**src/design/fdc_consts.svh**
```systemverilog
`ifndef FDC_CONSTS_SVH
`define FDC_CONSTS_SVH

// ==========================================================================
// clock and timing
`define FDC_CLK_NS         5
`define FDC_SETUP_NS       10
`define FDC_WE_LOW_NS      50
`define FDC_HOLD_NS        10
`define FDC_ACC_NS         150
`define FDC_RECOVERY_NS    1000
`define FDC_SETTLE_NS      100
`define FDC_SYNC_STAGES    2
// least times round up to whole cycles
`define FDC_SETUP_CYC      ((`FDC_SETUP_NS + `FDC_CLK_NS - 1) / `FDC_CLK_NS)
`define FDC_WE_LOW_CYC     ((`FDC_WE_LOW_NS + `FDC_CLK_NS - 1) / `FDC_CLK_NS)
`define FDC_HOLD_CYC       ((`FDC_HOLD_NS + `FDC_CLK_NS - 1) / `FDC_CLK_NS)
`define FDC_ACC_CYC        ((`FDC_ACC_NS + `FDC_CLK_NS - 1) / `FDC_CLK_NS)
`define FDC_RECOVERY_CYC   ((`FDC_RECOVERY_NS + `FDC_CLK_NS - 1) / `FDC_CLK_NS)
`define FDC_SETTLE_CYC     ((`FDC_SETTLE_NS + `FDC_CLK_NS - 1) / `FDC_CLK_NS)

// ==========================================================================
// register offsets (byte addresses)
`define FDC_OFF_CTRL       12'h000
`define FDC_OFF_ADDR       12'h004
`define FDC_OFF_WDATA      12'h008
`define FDC_OFF_CMD        12'h00c
`define FDC_OFF_STATUS     12'h010
`define FDC_OFF_RDATA      12'h014

// ==========================================================================
// field positions
`define FDC_CTRL_RUN       0
`define FDC_CTRL_WP        1
`define FDC_CTRL_WORD      2
`define FDC_CMD_START      0
`define FDC_CMD_READ       1
`define FDC_CMD_PE         2
`define FDC_CMD_STAT       3
`define FDC_ST_BUSY        0
`define FDC_ST_RB          1
`define FDC_ST_RECOV       2
`define FDC_ST_REFUSED     3
`define FDC_ST_PE_ACTIVE   4
`define FDC_ST_PE_DIE      5
`define FDC_DIE_BIT        21

// ==========================================================================
// reset values
`define FDC_CTRL_RST       3'h0

`endif

```
**src/design/fdc_pkg.sv**
```systemverilog
`default_nettype none

package fdc_pkg;

    // ======================================================================
    // cycle sequencer states
    typedef enum logic [2:0] {
        FDC_IDLE,
        FDC_SETUP,
        FDC_STROBE,
        FDC_HOLD,
        FDC_SAMPLE
    } fdc_state_t;

    // ======================================================================
    // flash control pins, all active low except width select
    typedef struct packed {
        logic common_chip_enable_n;
        logic die_one_select_n;
        logic die_two_select_n;
        logic oe_n;
        logic we_n;
        logic reset_powerdown_n;
        logic write_protect_n;
        logic width_select;
    } fdc_ctl_t;

endpackage : fdc_pkg

`default_nettype wire

```
**src/design/fdc_sync2.sv**
```systemverilog
`default_nettype none

// ==========================================================================
// two-flop synchroniser for pin inputs
module fdc_sync2 #(
    parameter int W = 1
) (
    // clock and reset
    input  wire logic         pclk,
    input  wire logic         presetn,
    // pins and synchronised copy
    input  wire logic [W-1:0] d,
    output logic      [W-1:0] q
);

    logic [W-1:0] s1_r;

    // first stage read only by the second
    always_ff @(posedge pclk or negedge presetn) begin
        if (!presetn) begin
            s1_r <= '0;
            q    <= '0;
        end else begin
            s1_r <= d;
            q    <= s1_r;
        end
    end

endmodule : fdc_sync2

`default_nettype wire

```
**src/design/fdc_flash_host.sv**
```systemverilog
// The implementer's own choices: the APB register port and the address map.
`default_nettype none
`include "fdc_consts.svh"

// What this block does
// - operations issued only as command write cycles
// - refuse other die while program/erase runs
// - never both die selects low together
// - wait recovery time after powerdown release
module fdc_flash_host (
    // clock and reset
    input  wire logic          pclk,
    input  wire logic          presetn,
    // apb slave
    input  wire logic          psel,
    input  wire logic          penable,
    input  wire logic          pwrite,
    input  wire logic [11:0]   paddr,
    input  wire logic [31:0]   pwdata,
    output logic      [31:0]   prdata,
    output logic               pready,
    output logic               pslverr,
    // flash control and address pins
    output fdc_pkg::fdc_ctl_t  flash_ctl,
    output logic      [20:0]   flash_addr,
    // flash data pins
    output logic      [15:0]   dq_out,
    output logic      [15:0]   dq_oe_n,
    input  wire logic [15:0]   dq_in,
    // flash ready/busy pin
    input  wire logic          ready_busy_n
);
    import fdc_pkg::*;

    // ======================================================================
    // declarations
    fdc_state_t   state_r, state_nxt;
    logic [11:0]  cnt_r, cnt_nxt;
    logic [11:0]  recov_r, recov_nxt;
    logic [11:0]  settle_r, settle_nxt;
    logic [2:0]   ctrl_r;
    logic [21:0]  addr_r;
    logic [15:0]  wdata_r;
    logic [15:0]  rdata_r;
    logic [21:0]  op_addr_r;
    logic [15:0]  op_data_r;
    logic         op_rd_r;
    logic         op_stat_r;
    logic         refused_r;
    logic         pe_valid_r;
    logic         pe_die_r;
    logic         run_prev_r;
    logic [15:0]  dq_sync;
    logic         rb_sync;
    fdc_ctl_t     ctl_nxt;
    logic [20:0]  faddr_nxt;
    logic [15:0]  dq_oe_n_nxt;
    logic [31:0]  rd_mux;

    // ======================================================================
    // pin synchronisers
    fdc_sync2 #(.W(17)) u_sync (
        .pclk    (pclk),
        .presetn (presetn),
        .d       ({ready_busy_n, dq_in}),
        .q       ({rb_sync, dq_sync})
    );

    // ======================================================================
    // apb decode
    wire setup_ph   = psel & ~penable;
    wire acc_wr     = psel & penable & pready & pwrite;
    wire hit_ctrl   = (paddr == `FDC_OFF_CTRL);
    wire hit_addr   = (paddr == `FDC_OFF_ADDR);
    wire hit_wdata  = (paddr == `FDC_OFF_WDATA);
    wire hit_cmd    = (paddr == `FDC_OFF_CMD);
    wire hit_status = (paddr == `FDC_OFF_STATUS);
    wire hit_rdata  = (paddr == `FDC_OFF_RDATA);
    wire hit_any    = hit_ctrl | hit_addr | hit_wdata | hit_cmd | hit_status | hit_rdata;

    // ======================================================================
    // request qualification
    wire run        = ctrl_r[`FDC_CTRL_RUN];
    wire word_mode  = ctrl_r[`FDC_CTRL_WORD];
    wire req        = acc_wr & hit_cmd & pwdata[`FDC_CMD_START];
    wire req_die    = addr_r[`FDC_DIE_BIT];
    wire conflict   = pe_valid_r & (req_die != pe_die_r);
    wire idle       = (state_r == FDC_IDLE);
    wire start_ok   = req & idle & run & (recov_r == 12'h000) & ~conflict;
    wire refuse     = req & ~start_ok;
    wire clr_ref    = acc_wr & hit_status & pwdata[`FDC_ST_REFUSED];
    wire run_rise   = run & ~run_prev_r;
    wire pe_start   = start_ok & pwdata[`FDC_CMD_PE] & ~pwdata[`FDC_CMD_READ];
    wire pe_done    = idle & (settle_r == 12'h000) & rb_sync;
    wire cnt_zero   = (cnt_r == 12'h000);

    // ======================================================================
    // readback mux
    assign rd_mux =
        hit_ctrl   ? {29'h0, ctrl_r} :
        hit_addr   ? {10'h0, addr_r} :
        hit_wdata  ? {16'h0, wdata_r} :
        hit_status ? {26'h0, pe_die_r, pe_valid_r, refused_r,
                      (recov_r != 12'h000), rb_sync, ~idle} :
        hit_rdata  ? {16'h0, rdata_r} :
        32'h0;

    // ======================================================================
    // cycle sequencer
    always_comb begin
        state_nxt = state_r;
        cnt_nxt   = cnt_zero ? 12'h000 : cnt_r - 12'h001;
        unique case (state_r)
            FDC_IDLE: begin
                if (start_ok) begin
                    state_nxt = FDC_SETUP;
                    cnt_nxt   = 12'(`FDC_SETUP_CYC - 1);
                end
            end
            FDC_SETUP: begin
                if (cnt_zero) begin
                    state_nxt = FDC_STROBE;
                    cnt_nxt   = op_rd_r ? 12'(`FDC_ACC_CYC + `FDC_SYNC_STAGES - 1)
                                        : 12'(`FDC_WE_LOW_CYC - 1);
                end
            end
            FDC_STROBE: begin
                if (cnt_zero) begin
                    state_nxt = op_rd_r ? FDC_SAMPLE : FDC_HOLD;
                    cnt_nxt   = 12'(`FDC_HOLD_CYC - 1);
                end
            end
            FDC_HOLD: begin
                if (cnt_zero) begin
                    state_nxt = FDC_IDLE;
                end
            end
            FDC_SAMPLE: begin
                state_nxt = FDC_IDLE;
            end
        endcase
        if (!run) begin
            state_nxt = FDC_IDLE;
            cnt_nxt   = 12'h000;
        end
    end

    // ======================================================================
    // timers for recovery and die busy settle
    assign recov_nxt  = !run     ? 12'h000 :
                        run_rise ? 12'(`FDC_RECOVERY_CYC) :
                        (recov_r != 12'h000) ? recov_r - 12'h001 : 12'h000;
    assign settle_nxt = pe_start ? 12'(`FDC_SETTLE_CYC) :
                        (idle && settle_r != 12'h000) ? settle_r - 12'h001 : settle_r;

    // ======================================================================
    // pin values for the next cycle
    wire sel_nxt  = (state_nxt != FDC_IDLE);
    wire die_nxt  = start_ok ? req_die : op_addr_r[`FDC_DIE_BIT];
    wire rd_nxt   = start_ok ? pwdata[`FDC_CMD_READ] : op_rd_r;
    wire [21:0] a_nxt = start_ok ? addr_r : op_addr_r;
    always_comb begin
        ctl_nxt.common_chip_enable_n = ~sel_nxt;
        ctl_nxt.die_one_select_n     = ~(sel_nxt & ~die_nxt);
        ctl_nxt.die_two_select_n     = ~(sel_nxt & die_nxt);
        ctl_nxt.oe_n                 = ~(sel_nxt & rd_nxt);
        ctl_nxt.we_n                 = ~((state_nxt == FDC_STROBE) & ~rd_nxt);
        ctl_nxt.reset_powerdown_n    = run;
        ctl_nxt.write_protect_n      = run & ctrl_r[`FDC_CTRL_WP];
        ctl_nxt.width_select         = word_mode;
    end
    // byte address in x8, a0 held low in x16
    assign faddr_nxt = word_mode ? {a_nxt[20:1], 1'b0} : a_nxt[20:0];

    // ======================================================================
    // data drive enables, high byte idle in x8 mode
    wire drv_nxt = sel_nxt & ~rd_nxt;
    genvar gi;
    generate
        for (gi = 0; gi < 16; gi++) begin : g_dq
            if (gi < 8) begin : g_lo
                assign dq_oe_n_nxt[gi] = ~drv_nxt;
            end else begin : g_hi
                assign dq_oe_n_nxt[gi] = ~(drv_nxt & word_mode);
            end
        end
    endgenerate

    // ======================================================================
    // apb registers and answer
    always_ff @(posedge pclk or negedge presetn) begin
        if (!presetn) begin
            ctrl_r  <= `FDC_CTRL_RST;
            addr_r  <= 22'h0;
            wdata_r <= 16'h0;
            prdata  <= 32'h0;
            pready  <= 1'b0;
            pslverr <= 1'b0;
        end else begin
            if (acc_wr && hit_ctrl)  ctrl_r  <= pwdata[2:0];
            if (acc_wr && hit_addr)  addr_r  <= pwdata[21:0];
            if (acc_wr && hit_wdata) wdata_r <= pwdata[15:0];
            prdata  <= setup_ph ? rd_mux : 32'h0;
            pready  <= setup_ph;
            pslverr <= setup_ph & ~hit_any;
        end
    end

    // ======================================================================
    // sequencer, timers and flags
    always_ff @(posedge pclk or negedge presetn) begin
        if (!presetn) begin
            state_r    <= FDC_IDLE;
            cnt_r      <= 12'h000;
            recov_r    <= 12'h000;
            settle_r   <= 12'h000;
            run_prev_r <= 1'b0;
            refused_r  <= 1'b0;
        end else begin
            state_r    <= state_nxt;
            cnt_r      <= cnt_nxt;
            recov_r    <= recov_nxt;
            settle_r   <= settle_nxt;
            run_prev_r <= run;
            refused_r  <= refuse | (refused_r & ~clr_ref);
        end
    end

    // ======================================================================
    // die busy tracking; aborted by powerdown
    always_ff @(posedge pclk or negedge presetn) begin
        if (!presetn) begin
            pe_valid_r <= 1'b0;
            pe_die_r   <= 1'b0;
        end else if (!run) begin
            pe_valid_r <= 1'b0;
        end else if (pe_start) begin
            pe_valid_r <= 1'b1;
            pe_die_r   <= req_die;
        end else if (pe_done) begin
            pe_valid_r <= 1'b0;
        end
    end

    // ======================================================================
    // latched operation
    always_ff @(posedge pclk or negedge presetn) begin
        if (!presetn) begin
            op_addr_r <= 22'h0;
            op_data_r <= 16'h0;
            op_rd_r   <= 1'b0;
            op_stat_r <= 1'b0;
        end else if (start_ok) begin
            op_addr_r <= addr_r;
            op_data_r <= wdata_r;
            op_rd_r   <= pwdata[`FDC_CMD_READ];
            op_stat_r <= pwdata[`FDC_CMD_STAT];
        end
    end

    // ======================================================================
    // read capture; high byte dropped in x8 and status reads
    always_ff @(posedge pclk or negedge presetn) begin
        if (!presetn) begin
            rdata_r <= 16'h0;
        end else if (state_r == FDC_SAMPLE) begin
            rdata_r <= (word_mode && !op_stat_r) ? dq_sync
                                                 : {8'h00, dq_sync[7:0]};
        end
    end

    // ======================================================================
    // pin registers
    always_ff @(posedge pclk or negedge presetn) begin
        if (!presetn) begin
            flash_ctl  <= '{1'b1, 1'b1, 1'b1, 1'b1, 1'b1, 1'b0, 1'b0, 1'b0};
            flash_addr <= 21'h0;
            dq_out     <= 16'h0;
            dq_oe_n    <= 16'hffff;
        end else begin
            flash_ctl  <= ctl_nxt;
            flash_addr <= faddr_nxt;
            dq_out     <= start_ok ? wdata_r : op_data_r;
            dq_oe_n    <= dq_oe_n_nxt;
        end
    end

endmodule : fdc_flash_host

`default_nettype wire

```
**config.mk**
```make
export PLATFORM = sky130hd
export DESIGN_NAME = fdc_flash_host
export DESIGN_NICKNAME = d
export VERILOG_FILES = /design/src/design/fdc_pkg.sv /design/src/design/fdc_sync2.sv /design/src/design/fdc_flash_host.sv
export VERILOG_INCLUDE_DIRS = /design/src /design/src/design
export SDC_FILE = /design/constraint.sdc
export NUM_CORES = 1
export LEC_CHECK = 0
export ABC_CLOCK_PERIOD_IN_PS = 7400
export BUFFER_PORTS_ARGS = -buffer_cell sky130_fd_sc_hd__buf_2
export CORE_MARGIN = 2
export CORE_UTILIZATION = 60
export CTS_BUF_LIST = sky130_fd_sc_hd__clkbuf_2
export CTS_CLUSTER_DIAMETER = 120
export DETAILED_ROUTE_END_ITERATION = 12
export GPL_TIMING_DRIVEN = 0
export HOLD_SLACK_MARGIN = 0.03
export PLACE_DENSITY = 0.85
export SETUP_SLACK_MARGIN = 0.4
export SLEW_MARGIN = 15
export SYNTH_ARGS = -nofsm -noshare
export SYNTH_HDL_FRONTEND = slang
export SYNTH_SLANG_ARGS = --single-unit
```
**constraint.sdc**
```tcl
create_clock -name pclk -period 7.4 [get_ports pclk]
set_input_delay 0.37 -clock pclk [delete_from_list [all_inputs] [get_ports pclk]]
set_output_delay 0.37 -clock pclk [all_outputs]
set_load 0.05 [all_outputs]
```
==> results.yml, run 1 <==
critical_path:
  timing.rr.start: "state_r[1]"
  startpoint_type: "flip-flop"
  cp_top_family: "simple AND/OR/NAND/NOR gates"
  worstPathMaxFanout: 10
  reg2reg_depth: 8
  cp_slowest_cell: "nor3b_2"
  path_class: "flip-flop to flip-flop"
  rrSetupSlack_ns: 4.32
  crit_path_frequent_cell: "clkbuf_1"
  cp.required_ns: 8.03
  worstSetupEndpointType: "flip-flop"
  cp.buffers_inverters: 3
  cp_slowest_stage_delay_ns: 0.66
  r2r_end: "settle_r[1]"
  arrival_ns: 3.71
  cp_cell_sequence: "clkbuf_1 > or3_1 > clkbuf_1 > a211oi_1 > nand4b_1 > clkbuf_1 > nor3b_2 > nor3_1"
sta:
  relSlewSlack_pct: 37.0
  setup_viol: 0
  max_freq_mhz: 325
  setup-tns-final_ns: 0
  fin_crit_sh_pct: 41.6
  slew_viol_final: 0
  whs_ns: 0.0968
  rsz0062_at_grt: "false"
  fin_ws_ns: 4.32
  finClkSkew_ns: 0.0572
  worst_pin_slew_ns: 0.937
  fin_crit_ns: 3.08
  hold_viol: 0
place:
  pre_cts_slack_ns: 4.35
  post-dp-hpwl_mm: 12.6
  io_buffer_count: 139
  gp_congestion: 0.893
global_routing:
  grt.overflow.total: 0
  antenna_found_initial: 1
  gr-usage-all-layers_pct: 26.5
  grt_max_degree: 72
  grt_pass1_vias: 6383
  grt_pass1_wl_mm: 31.0
cts:
  post_cts_buffers: 0
  cts_tree: "built"
  clk_latency_ns: 0.81
  cts_hold_buf: 48
  cts_root_buf: "clkbuf_2"
  clkSinkCount: 208
  cts-htree-levels: 2
  cts_buffer_depth: 3
  cts_buffers: 49
  clk_pin_slew_ns: 0.11
  post_cts_resized: 0
pwr:
  vdd_drop_max_uv: 120
  power.static_leakage_nw: 5.47
  cellPowerDensity_nw_per_um2: 185
die:
  die_x_um: 124
  initial_core_util_pct: 61.5
  io_pins: 161
  die_h_um: 124
  dieArea_um2: 15300
  core_um2: 13900
  rows: 43
finish:
  area_growth_pct: 22.2
  multiInputGateArea_um2: 2860
  fin_nets: 1071
  drive_gt1_share_pct: 29.6
  n_fill_cell: 921
  regArea_um2: 5210
yosys:
  netlist_area_um2: 8570
  yosysUniqueCellTypes: 58
  postSynth.asyncResetShare_pct: 100
  yosysSeqAreaShare_pct: 60.8
  synthCells: 753
  ys.flop_type: "dfrtp_1"
  synth_edf_count: 0
  avgSynthCellArea_um2: 11.4
  yosys_register_bits: 208
  ys.warnings.count: 0
detailed_routing:
  routed_wirelength_mm: 19.0
  wl_per_cell_um: 15.8
  first_pass_iters: 5
  via_count: 6491
  drt-initial-drc-count: 516
  antenna_left: 0
  drc: 0
  vias_per_cell: 5.37
job:
  maxCapViolations: 0
status:
  status: "completed"
hold_path:
  worst_hold_path_type: "input port to async pin"
## final cells by class
class	instances	share of cell area [%]
antenna	1	0.0239
buffer	77	4.61
clock buffer	66	3.15
clock inverter	11	0.681
inverter	14	0.502
multi-input combinational	463	27.3
sequential	208	49.8
tap	180	2.15
timing repair buffer	189	11.8
## power breakdown
part	internal (W)	leakage, nW	switching [W]
logic	0.0000375	2.42	0.0000549
registers	0.00115	2.76	0.00000298
clock network	0.000271	0.303	0.000423
total	0.00145	5.47	0.000480
## cells by family after synthesis
| family | share of synthesized area (%) |
|---|---|
| xor+xnor | 3.27 |
| simple gates | 16.2 |
| fa+ha+maj | 0.438 |
| flops | 60.8 |
| mux | 7.47 |
| other cells | 0.0437 |
| compound gates | 5.55 |
| buf+inv | 6.25 |
## worst max path at each step
| stage | slack, ns | cells past startpoint | endpoint | startpoint |
|---|---|---|---|---|
| 4_1_cts | 4.35 | 8 | settle_r[1] | state_r[1] |
| 5_1_grt | 4.07 | 8 | settle_r[1] | state_r[1] |
| 3_3_place_gp | 2.64 | 1 | flash_addr[10] | presetn |
| 3_5_place_dp | 4.35 | 8 | settle_r[1] | state_r[1] |
| 2_1_floorplan | 4.81 | 8 | addr_r[10] | paddr[9] |
| 6_report | 4.32 | 8 | settle_r[1] | state_r[1] |
## cells in the final DEF (no fill, tap or decap), types with 4 or more instances in the layout
cell type      synthesis  layout
dfrtp_1              201     201
buf_2                  5     143
nand2_1              139     139
clkbuf_2               0      66
nor2_1                53      53
dlygate4sd3_1          0      48
buf_4                 46      46
mux2_1                30      30
xnor2_1               29      29
o21ai_0               26      26
mux2_2                26      26
clkbuf_1              20      20
nor3_1                16      16
inv_1                 14      14
a21oi_1               13      13
nor4_1                12      12
and2_1                11      11
a222oi_1              10      10
conb_1                 1      10
clkinv_1               0       9
nand3_1                8       8
nor2b_1                8       8
dfstp_2                7       7
or3_1                  6       6
or4_1                  5       5
nor3b_1                4       4
a22oi_1                4       4
buf_1                  4       4
## through the flow
step | total power, W | cells | instance area (um2) | util, %
6_report | 0.00193 | 1209 | 10500 | 75.2
5_1_grt | 0.00202 | 1209 | 10500 | 75.2
4_1_cts | 0.00195 | 1208 | 10500 | 75.2
3_5_place_dp | 0.00124 | 1083 | 9590 | 68.8
3_3_place_gp | 0.00124 | 1081 | 9530 | 68.4
2_1_floorplan | 0.00120 | 762 | 8610 | -
## state kept, by name, summed over array words and instances, names as in the netlist, 2 cells and up
name and cells:
op_addr_r 3, addr_r 22, ctrl_r 3, cnt_r 12, u_sync.s1_r 17, flash_ctl 8, dq_oe_n 2, settle_r 12
state_r 3, prdata 22, flash_addr 20, recov_r 12, wdata_r 16, rdata_r 16, op_data_r 16, u_sync.q 17
## synth_stat cells, types with 11 or more instances
cell type  instances  area (um2)
nor4_1            12        75.1
mux2_2            26         293
nor3_1            16        80.1
dfrtp_1          201        5030
inv_1             14        52.6
o21ai_0           26         130
a21oi_1           13        65.1
clkbuf_1          20        75.1
nor2_1            53         199
and2_1            11        68.8
buf_4             46         345
nand2_1          139         522
xnor2_1           29         254
mux2_1            30         338
## per-layer routing
metal | GRT usage (%) | routed length, um
met3 | 6.55 | 1430
met5 | 0 | 0
met4 | 10.2 | 497
met1 | 35.3 | 7950
met2 | 42.3 | 9160
No activity file was read; power rests on OpenSTA's default activity.
==> run 2, diff against run 1 <==
- ABC_AREA: default -> 1
- ABC_CLOCK_PERIOD_IN_PS: 7400 -> 3130
- CORE_UTILIZATION: 60 -> 58
- PLACE_DENSITY: 0.85 -> 0.83
- clock period: 7.4 -> 3.13 ns (I/O delays scaled with it)
==> run 2 against run 1 <==
Effect of this change:
- sequential power is 140% higher
- clock power is 140% higher
- die area is 4.7% higher
- non-clock buffer count is 32 higher
- via count is 14% higher
- critical path type is now input port to flip-flop
==> results.yml, run 2 <==
global_routing:
  antenna_found_initial: 1
  grt_max_degree: 110
  grt_pass1_wl_mm: 35.9
  gr-usage-all-layers_pct: 28.1
  grt.met1_usage_pct: 36.8
  grt_pass1_vias: 7444
  grt_use_met3_pct: 5.15
  grt.overflow.total: 0
  grt_use_met2_pct: 46.7
  top_usage_layer: "met2"
yosys:
  synth_top_cell_by_area: "dfrtp_1"
  netlist_area_um2: 8690
  avgSynthCellArea_um2: 9.47
  yosysUniqueCellTypes: 43
  ys.warnings.count: 0
  postSynth.asyncResetShare_pct: 100
  synth_edf_count: 0
  synth.most_common_cell: "nand2_1"
  ys_top_cells_by_area: "dfrtp_1 (58%), nand2_1 (10%), buf_4 (4.1%)"
  yosys_register_bits: 208
  ys.flop_type: "dfrtp_1"
  synthCells: 918
  yosysSeqAreaShare_pct: 60.0
  yosys.area.top_type_share_pct: 57.9
  synthTopCellsByCount: "nand2_1 (243), dfrtp_1 (201), nor2_1 (76)"
place:
  io_buffer_count: 140
  gp_congestion: 0.879
  pre_cts_slack_ns: 1.22
  placed_area_um2: 9690
  post-dp-hpwl_mm: 13.8
sta:
  relSlewSlack_pct: 51.0
  fin_crit_sh_pct: 84.5
  fin_crit_ns: 2.65
  fin_ws_ns: 0.484
  finClkSkew_ns: 0.0657
  whs_ns: 0.0682
  rsz0062_at_grt: "true"
  setup_viol: 0
  max_freq_mhz: 378
  hold_viol: 0
  worst_pin_slew_ns: 0.734
  slew_viol_final: 0
critical_path:
  crit_path_end: "refused_r"
  cp_slowest_stage_delay_ns: 0.57
  timing.rr.start: "pready"
  crit_path_frequent_cell: "dlygate4sd3_1"
  path_class: "input port to flip-flop"
  cp_slowest_cell: "dlygate4sd3_1"
  cp.required_ns: 3.83
  cp_top_family: "buffers and inverters"
  rrSetupSlack_ns: 0.73
  cp_cell_sequence: "dlygate4sd3_1 > buf_2 > nor2_1 > dlygate4sd3_1 > nand2_2 > nor2_4 > nand3_1 > clkbuf_4 > o21ai_1 > dlygate4sd3_1 > o31ai_1 > dlygate4sd3_1"
  cp-startpoint: "paddr[8]"
  arrival_ns: 3.35
  reg2reg_depth: 8
  r2r_end: "refused_r"
  startpoint_type: "input port"
  worstPathMaxFanout: 10
  worstSetupEndpointType: "flip-flop"
  cp.depth: 12
  cp.buffers_inverters: 6
cts:
  clk_pin_slew_ns: 0.12
  cts_buffers: 50
  cts_root_buf: "clkbuf_2"
  cts_buffer_depth: 3
  clk_latency_ns: 0.82
  cts_tree: "built"
  cts-htree-levels: 2
  clkSinkCount: 208
finish:
  fin_util_pct: 75.4
  drive_gt1_share_pct: 26.4
  design_area_um2: 11000
  fin_nets: 1277
  final_common_cell: "nand2_1"
  layout_common_cells: "nand2_1 (242), dfrtp_1 (201), buf_2 (148)"
  area_growth_pct: 26.6
  top_regs: "addr_r (22), prdata (22), flash_addr (20)"
die:
  die_h_um: 126
  die_x_um: 126
  dieArea_um2: 16000
  rows: 44
  io_pins: 161
  core_um2: 14600
  initial_core_util_pct: 59.6
detailed_routing:
  drt-initial-drc-count: 642
  antenna_left: 0
  via_count: 7377
  wl_per_cell_um: 15.5
  drc: 0
  first_pass_iters: 5
  vias_per_cell: 5.21
  routed_wirelength_mm: 22.0
pwr:
  p_seq_share_pct: 58.6
  switchingPower_w: 0.00117
  pwr-share-comb_pct: 5.4
  clkPwrFrac_pct: 36.0
  cellPowerDensity_nw_per_um2: 421
  p_int_w: 0.00346
  switching_share_pct: 25.2
  vdd_drop_max_uv: 274
  power.static_leakage_nw: 5.90
  total_power_w: 0.00463
hold_path:
  worst_hold_path_type: "input port to flip-flop"
  min-delay-start: "paddr[10]"
job:
  maxCapViolations: 0
status:
  status: "completed"
run 2: layout make-up:
cell class                 count  area [um2]
antenna                        2        5.00
buffer                        69         474
clock buffer                  68         340
clock inverter                 6        50.0
fill                         972        3590
inverter                      80         305
multi-input combinational    570        2760
sequential                   208        5210
tap                          184         230
timing repair buffer         229        1620
run 2: worst min path at each step:
stage	end	slack, ns	cells past startpoint
3_3_place_gp	u_sync.s1_r[11]	0.26	1
5_1_grt	pslverr	0.10	7
6_report	pslverr	0.07	7
3_5_place_dp	settle_r[4]	0.23	1
4_1_cts	pslverr	0.05	7
2_1_floorplan	addr_r[0]	-0.14	0
run 2: through the flow:
step	cells	setup TNS [ns]
after global routing	1415	0
after detailed placement	1252	0
final	1416	0
after CTS	1414	0
after global placement	1251	-274.34
after floorplan	927	0
run 2: worst min-delay path: cells and delay by family:
family | cells | cell delay, ns
simple gates | 6 | 0.62
buf+inv | 1 | 0.08
run 2: per-layer routing:
metal	part of all wire, %	wire, um	vias to the layer above
met5	0	0	-
met2	50	11000	335
met4	3.0	663	0
met1	39	8680	3503
met3	7.5	1650	61
li1	-	-	3478
run 2: repair_timing:
action                     CTS  global route
setup buffers                0             0
hold endpoints to repair   302             0
setup endpoints to repair    0            19
resized for setup            0            13
hold buffers                88             0
run 2: power by group through the flow:
stage | combinational [W] | clock, W | sequential, W
after floorplan | 0.0000585 | 0 | 0.00277
after global placement | 0.000163 | 0 | 0.00277
after detailed placement | 0.000170 | 0 | 0.00277
after CTS | 0.000241 | 0.00168 | 0.00272
after global routing | 0.000271 | 0.00184 | 0.00272
final | 0.000248 | 0.00167 | 0.00272
run 2: kinds of logic after synthesis:
family                   Yosys count  synth area share, %
other                              1               0.0431
adder cells (fa/ha/maj)            3                0.432
flip-flops                       208                 60.0
buffers and inverters            149                 8.90
AND/OR/NAND/NOR                  406                 20.2
XOR/XNOR                          24                 2.42
AO/OA/AOI/OAI                    127                 8.06
